File: config.mk
export PLATFORM = sky130hd
export DESIGN_NAME = pss_summary
export DESIGN_NICKNAME = d
export VERILOG_FILES = /design/src/core/pss_pkg.sv /design/src/core/pss_flag.sv /design/src/core/pss_summary.sv
export SDC_FILE = /design/constraint.sdc
export NUM_CORES = 1
export LEC_CHECK = 0
export ABC_AREA = 1
export BUFFER_PORTS_ARGS = -buffer_cell sky130_fd_sc_hd__buf_2
export CAP_MARGIN = 15
export CORE_UTILIZATION = 27
export CTS_CLUSTER_DIAMETER = 40
export DETAILED_ROUTE_END_ITERATION = 12
export PLACE_DENSITY_LB_ADDON = 0.2
export SLEW_MARGIN = 20
export SYNTH_ARGS = -nofsm -noshare
export SYNTH_HDL_FRONTEND = slang
export SYNTH_SLANG_ARGS = --single-unit
File: constraint.sdc
create_clock -name ref_clk -period 1.4 [get_ports ref_clk]
set_input_delay 0.14 -clock ref_clk [delete_from_list [all_inputs] [get_ports ref_clk]]
set_output_delay 0.14 -clock ref_clk [all_outputs]
set_load 0.01 [all_outputs]
File: src/core/pss_pkg.sv
package pss_pkg;

  // Register offsets on the management register map.
  localparam logic [4:0] PSS_ADDR_BASIC_STATUS = 5'h01;
  localparam logic [4:0] PSS_ADDR_NEG_EXPANSION = 5'h06;
  localparam logic [4:0] PSS_ADDR_SUMMARY = 5'h10;
  localparam logic [4:0] PSS_ADDR_FALSE_CARRIER = 5'h14;
  localparam logic [4:0] PSS_ADDR_RX_ERROR = 5'h15;
  localparam logic [4:0] PSS_ADDR_TENBASE_STATUS = 5'h12;

  // Field positions inside the summary status word.
  localparam int PSS_BIT_RSVD_HI = 15;
  localparam int PSS_BIT_CROSSOVER = 14;
  localparam int PSS_BIT_RX_ERR = 13;
  localparam int PSS_BIT_POLARITY = 12;
  localparam int PSS_BIT_FALSE_CARRIER = 11;
  localparam int PSS_BIT_SIG_DET = 10;
  localparam int PSS_BIT_DESCR_LOCK = 9;
  localparam int PSS_BIT_PAGE_RX = 8;
  localparam int PSS_BIT_RSVD_LO = 7;
  localparam int PSS_BIT_REMOTE_FAULT = 6;

  // Reset value of the upper summary word.
  localparam logic [15:0] PSS_SUMMARY_RESET = 16'h0000;

  // Raw status sources arriving from the rest of the device.
  typedef struct packed {
    logic crossover_swapped;   // Pair assignment chosen by crossover logic.
    logic rx_error_event;      // One-cycle receive error event.
    logic polarity_inverted;   // Inverted polarity level from 10BASE-T status.
    logic false_carrier_event; // One-cycle false carrier event.
    logic raw_signal_detect;   // Raw signal detect from the medium.
    logic descrambler_lock;    // Descrambler lock from the medium sublayer.
    logic page_received;       // Page-received flag of negotiation expansion.
    logic remote_fault_event;  // One-cycle remote fault notification.
  } pss_src_t;

  // Register read strobes decoded from the management access.
  typedef struct packed {
    logic basic_status;
    logic neg_expansion;
    logic summary;
    logic false_carrier;
    logic rx_error;
  } pss_rd_t;

endpackage // pss_pkg

File: src/core/pss_flag.sv
`timescale 1ns/1ps

// Sticky flag: set by an event, cleared by a read strobe, set wins the tie.
module pss_flag (
  input wire logic ref_clk,
  input wire logic reset,
  input wire logic set_in,
  input wire logic clear_in,
  output logic flag
);

  logic flag_q; // Held flag value.
  logic flag_d; // Next flag value.

  // Next value: a set in the clear cycle is not lost.
  always_comb begin
    flag_d = flag_q;
    if (clear_in) begin
      flag_d = 1'b0;
    end
    if (set_in) begin
      flag_d = 1'b1;
    end
  end

  // Register the flag.
  always_ff @(posedge ref_clk) begin
    if (reset) begin
      flag_q <= 1'b0;
    end else begin
      flag_q <= flag_d;
    end
  end

  assign flag = flag_q;

endmodule // pss_flag

File: src/core/pss_summary.sv
`timescale 1ns/1ps

// How it works
// - Bits 15 and 7 read zero, ignore writes.
// - Bit 14 shows pair swap state.
// - Crossover bit follows enable and force live.
// - Bit 13 latches receive error, cleared by 15h.
// - Bit 12 mirrors polarity, cleared elsewhere.
// - Bit 11 latches false carrier, cleared by 14h.
// - Bit 10 is detect, optionally ANDed with lock.
// - Bit 9 is latch-low descrambler lock.
// - Bit 8 mirrors page received, cleared by 06h.
// - Bit 6 latches remote fault, cleared by 01h.
module pss_summary (
  input wire logic ref_clk,
  input wire logic reset,
  input wire logic rd_strobe,
  input wire logic [4:0] rd_addr,
  input wire logic auto_crossover_enable,
  input wire logic crossover_force,
  input wire logic lock_qualify_enable,
  input wire pss_pkg::pss_src_t src,
  output logic [15:0] phy_summary_status
);

  pss_pkg::pss_rd_t rd;     // Decoded read strobes.
  logic rx_err_flag;        // Receive error latch.
  logic false_carrier_flag; // False carrier latch.
  logic remote_fault_flag;  // Remote fault latch.
  logic qual_detect;        // Qualified signal detect level.
  logic crossover_q;        // Reported pair assignment.
  logic crossover_d;
  logic sig_det_q;          // Latch-low signal detect.
  logic sig_det_d;
  logic lock_q;             // Latch-low descrambler lock.
  logic lock_d;
  logic [15:0] word_q;      // Registered summary word.
  logic [15:0] word_d;

  // Decode which register the read strobe names.
  always_comb begin
    rd.basic_status = rd_strobe && (rd_addr == pss_pkg::PSS_ADDR_BASIC_STATUS);
    rd.neg_expansion = rd_strobe && (rd_addr == pss_pkg::PSS_ADDR_NEG_EXPANSION);
    rd.summary = rd_strobe && (rd_addr == pss_pkg::PSS_ADDR_SUMMARY);
    rd.false_carrier = rd_strobe && (rd_addr == pss_pkg::PSS_ADDR_FALSE_CARRIER);
    rd.rx_error = rd_strobe && (rd_addr == pss_pkg::PSS_ADDR_RX_ERROR);
  end

  // Receive error latch cleared by reading the error counter.
  pss_flag u_rx_err (
    .ref_clk(ref_clk),
    .reset(reset),
    .set_in(src.rx_error_event),
    .clear_in(rd.rx_error),
    .flag(rx_err_flag)
  );

  // False carrier latch cleared by reading the false carrier counter.
  pss_flag u_false_carrier (
    .ref_clk(ref_clk),
    .reset(reset),
    .set_in(src.false_carrier_event),
    .clear_in(rd.false_carrier),
    .flag(false_carrier_flag)
  );

  // Remote fault latch cleared by reading the basic status register.
  pss_flag u_remote_fault (
    .ref_clk(ref_clk),
    .reset(reset),
    .set_in(src.remote_fault_event),
    .clear_in(rd.basic_status),
    .flag(remote_fault_flag)
  );

  // Qualified detect: AND with lock only when qualification is enabled.
  assign qual_detect = lock_qualify_enable ? (src.raw_signal_detect && src.descrambler_lock)
                                           : src.raw_signal_detect;

  // Next values for crossover and the latch-low bits.
  always_comb begin
    // Forced swap wins; enabled tracks live; disabled stays normal.
    if (crossover_force) begin
      crossover_d = 1'b1;
    end else if (auto_crossover_enable) begin
      crossover_d = src.crossover_swapped;
    end else begin
      crossover_d = 1'b0;
    end
    // A summary read reloads the live level; otherwise a drop holds.
    if (rd.summary) begin
      sig_det_d = qual_detect;
      lock_d = src.descrambler_lock;
    end else begin
      sig_det_d = sig_det_q && qual_detect;
      lock_d = lock_q && src.descrambler_lock;
    end
  end

  // Assemble the word; reserved bits and lower bits stay zero.
  always_comb begin
    word_d = pss_pkg::PSS_SUMMARY_RESET;
    word_d[pss_pkg::PSS_BIT_RSVD_HI] = 1'b0;
    word_d[pss_pkg::PSS_BIT_CROSSOVER] = crossover_q;
    word_d[pss_pkg::PSS_BIT_RX_ERR] = rx_err_flag;
    word_d[pss_pkg::PSS_BIT_POLARITY] = src.polarity_inverted;
    word_d[pss_pkg::PSS_BIT_FALSE_CARRIER] = false_carrier_flag;
    word_d[pss_pkg::PSS_BIT_SIG_DET] = sig_det_q;
    word_d[pss_pkg::PSS_BIT_DESCR_LOCK] = lock_q;
    word_d[pss_pkg::PSS_BIT_PAGE_RX] = src.page_received;
    word_d[pss_pkg::PSS_BIT_RSVD_LO] = 1'b0;
    word_d[pss_pkg::PSS_BIT_REMOTE_FAULT] = remote_fault_flag;
  end

  // Register state; latch-low bits start low after reset.
  always_ff @(posedge ref_clk) begin
    if (reset) begin
      crossover_q <= 1'b0;
      sig_det_q <= 1'b0;
      lock_q <= 1'b0;
      word_q <= pss_pkg::PSS_SUMMARY_RESET;
    end else begin
      crossover_q <= crossover_d;
      sig_det_q <= sig_det_d;
      lock_q <= lock_d;
      word_q <= word_d;
    end
  end

  assign phy_summary_status = word_q;

  // Reserved bits never read one.
  property p_rsvd_zero;
    @(posedge ref_clk) disable iff (reset)
      !phy_summary_status[15] && !phy_summary_status[7];
  endproperty
  a_rsvd_zero: assert property (p_rsvd_zero) else $error("reserved bit set");

  // Live crossover tracking shows two cycles later.
  property p_cross_live;
    @(posedge ref_clk) disable iff (reset)
      (auto_crossover_enable && !crossover_force) ##1 (auto_crossover_enable && !crossover_force)
      |=> phy_summary_status[14] == $past(src.crossover_swapped, 2);
  endproperty
  a_cross_live: assert property (p_cross_live) else $error("crossover not live");

  // Force gives swapped pairs.
  property p_cross_force;
    @(posedge ref_clk) disable iff (reset)
      crossover_force ##1 1'b1 |=> phy_summary_status[14];
  endproperty
  a_cross_force: assert property (p_cross_force) else $error("force ignored");

  // A receive error shows within two cycles.
  property p_rx_err_set;
    @(posedge ref_clk) disable iff (reset)
      src.rx_error_event |-> ##2 phy_summary_status[13];
  endproperty
  a_rx_err_set: assert property (p_rx_err_set) else $error("rx error lost");

  // Reading the summary word does not clear the receive error latch.
  property p_rx_err_hold;
    @(posedge ref_clk) disable iff (reset)
      rx_err_flag && !rd.rx_error |=> rx_err_flag;
  endproperty
  a_rx_err_hold: assert property (p_rx_err_hold) else $error("rx latch dropped");

  // Polarity mirrors its source one cycle late.
  property p_polarity;
    @(posedge ref_clk) disable iff (reset)
      1'b1 |=> phy_summary_status[12] == $past(src.polarity_inverted);
  endproperty
  a_polarity: assert property (p_polarity) else $error("polarity mismatch");

  // False carrier read without event clears the latch.
  property p_fc_clear;
    @(posedge ref_clk) disable iff (reset)
      rd.false_carrier && !src.false_carrier_event |=> !false_carrier_flag;
  endproperty
  a_fc_clear: assert property (p_fc_clear) else $error("false carrier not cleared");

  // A detect drop, or a low already held, stays low until a summary read.
  property p_sd_low;
    @(posedge ref_clk) disable iff (reset)
      (!qual_detect || !sig_det_q) && !rd.summary |=> !sig_det_q;
  endproperty
  a_sd_low: assert property (p_sd_low) else $error("detect not latched low");

  // Lock bit never high in the cycle after lock is low.
  property p_lock_low;
    @(posedge ref_clk) disable iff (reset)
      !src.descrambler_lock |=> !lock_q;
  endproperty
  a_lock_low: assert property (p_lock_low) else $error("lock high without lock");

  // Page received mirrors its source.
  property p_page;
    @(posedge ref_clk) disable iff (reset)
      1'b1 |=> phy_summary_status[8] == $past(src.page_received);
  endproperty
  a_page: assert property (p_page) else $error("page mismatch");

  // Remote fault event shows within two cycles.
  property p_rf;
    @(posedge ref_clk) disable iff (reset)
      src.remote_fault_event |-> ##2 phy_summary_status[6];
  endproperty
  a_rf: assert property (p_rf) else $error("remote fault lost");

  // A summary read with lock high reloads a one.
  property p_reload;
    @(posedge ref_clk) disable iff (reset)
      rd.summary && src.descrambler_lock |=> lock_q;
  endproperty
  a_reload: assert property (p_reload) else $error("lock not reloaded");

endmodule // pss_summary
==> metrics.csv <==
metric,value,unit
Bufs on Longest Clock Path,2,
status,finished clean,
routed vias,477,
Max VDD drop,0.787,mV
Leak,0.000403,uW
crit path max fanout,1,
fin crit share,60.8,%
"antenna viol nets, final",0,
total CTS buffers,3,
# hold bufs at CTS,0,
Die ar.,2420,sq um
placed insts,123,
post-synth cell types,15,
"CP delay by family, top",flip-flops,
total gr overflow,0,
Setup CP Type,reg -> out,
initial core utilization,29.7,%
IO Pins,35,
CP bufs+invs,1,
Fin Setup TNS,0,ns
crit path capture type,primary output,
area growth from synthesis to final layout,25.8,%
Hold Startpoint,src[5],
global-route wire length before repair,1.67,mm
post-CTS sizing,0,
Post-Layout Cell Count,127,
vias in the first global route,406,
start point of the critical path,phy_summary_status[10],
type of the worst min-delay path,in -> reg,
overall power,810,uW
clock skew,0.000297,ns
Worst path max stage delay,0.32,ns
max-slew violations,0,
Sink Count,14,
DRT iter0 DRCs,10,
Crit-path slowest cell,dfxtp_1,
dpl hpwl,776,microns
Synth Register Bits,14,
first-pass detailed-route iteration total,4,
post-synth top area share,46.7,%
Fill cells,226,
Root Buffer,clkbuf_4,
insertion delay to the later sink of the worst-skew pair,0.27,ns
Chip Width,49.2,microns
die span in y,49.2,microns
PortBufs,26,
FP Rows,16,
Synth Cell Area,601,sq um
PwrDens,1070,nW/um^2
reg2reg start,u_rx_err.flag,
RePlAce Congestion,0.720,
Final Net Count,120,
Fmax,1170,MHz
core area,2020,sq um
fin crit period,0.851,ns
GRT Resource Usage Total,9.27,%
# H-tree levels,1,
routed vias/inst,3.76,
WL final,958,microns
ranking of synthesized cells by area,"dfxtp_1 47%, buf_4 10%, inv_1 7.5%",
data required time at the worst endpoint,1.26,ns
CTS clock-pin slew for the worst setup and hold paths,0.08,ns
unrepaired setup endpoints after global routing,no,
cell chain of the critical path,buf_2,
endpoints failing setup,0,
routed length per instance,7.54,microns
yosys warns,0,
R2R setup slack,0.76,ns
cells after synthesis,72,
initial antenna violation count,0,
number of setup buffers added after CTS,0,
DRC viols,0,
critical path data arrival time,0.71,ns
max_cap viols,0,
hold violation total from the final report,0,
share of cells above drive strength 1,43.0,%
CTS tree,yes,
syn_area_per_cell,8.34,sq um
hold_ws,0.0626,ns
"Seq/Total Area, Yosys",46.7,%
leading area contributor after synthesis,dfxtp_1,
n_diodes,0,
crit path launch type,flip-flop,
pin count of the biggest net entering global routing,11,
final cells by class:
type	instances	area (sq um)	area share, %
multi-input combinational	42	218	28.8
timing repair buffer	26	130	17.2
sequential	14	280	37.1
clock buffer	4	36.3	4.80
inverter	14	57.6	7.62
tap	27	33.8	4.47
cell usage in the layout (no fill, tap or decap):
master,Yosys,final
buf_2,0,26
dfxtp_1,14,14
inv_1,12,12
clkbuf_4,0,3
nand3_2,2,2
nor2_1,7,7
nor2_4,3,3
nand3_1,3,3
nand2_1,12,12
a21oi_2,2,2
a21oi_1,1,1
inv_2,1,1
clkbuf_8,0,1
nor2_2,4,4
conb_1,1,8
clkinv_4,1,1
synth_stat cells, drive strengths merged:
cell type and count:
nand3 5, nor2 14, dfxtp 14, nand2 12
a21oi 3, inv 13, conb 1, buf 9
clkinv 1
power by group:
| group | internal, uW | switching (uW) | total (uW) | leakage, uW |
|---|---|---|---|---|
| clock network | 158 | 121 | 279 | 0.0000210 |
| logic | 43.1 | 64.5 | 108 | 0.000266 |
| registers | 419 | 4.13 | 423 | 0.000116 |
| total | 620 | 190 | 810 | 0.000403 |
state kept, by name, summed over array words and instances (netlist names):
name	flops
crossover_q	1
lock_q	1
phy_summary_status	8
sig_det_q	1
u_false_carrier.flag	1
u_remote_fault.flag	1
u_rx_err.flag	1
final timing paths:
path / end / depth (start not counted)
setup / recovery: phy_summary_status[10] / 1
hold / removal: phy_summary_status[12] / 3
setup reg to reg: u_rx_err.flag / 4
hold reg to reg: phy_summary_status[14] / 2
per-stage QoR:
step           worst slack (ns)  util [%]  area (sq um)
3_5_place_dp              0.608      35.6           719
3_3_place_gp              0.636      35.6           719
4_1_cts                   0.531      37.4           756
2_1_floorplan             0.816         -           627
5_1_grt                   0.497      37.4           756
6_report                  0.549      37.4           756
metal layers:
metal	vias up	wire [microns]	global-route usage, %
met5	-	0	0
met4	0	0	1.47
met3	0	89	5.61
met2	18	475	14.4
met1	207	394	11.0
li1	252	-	-
cell families after synthesis:
family	Yosys count	share of synthesized area (%)
AND/OR/NAND/NOR	31	27.5
buffers and inverters	23	21.5
flip-flops	14	46.7
AO/OA/AOI/OAI	3	3.75
other	1	0.624
Note: power is estimated with default switching activity, not from simulation.
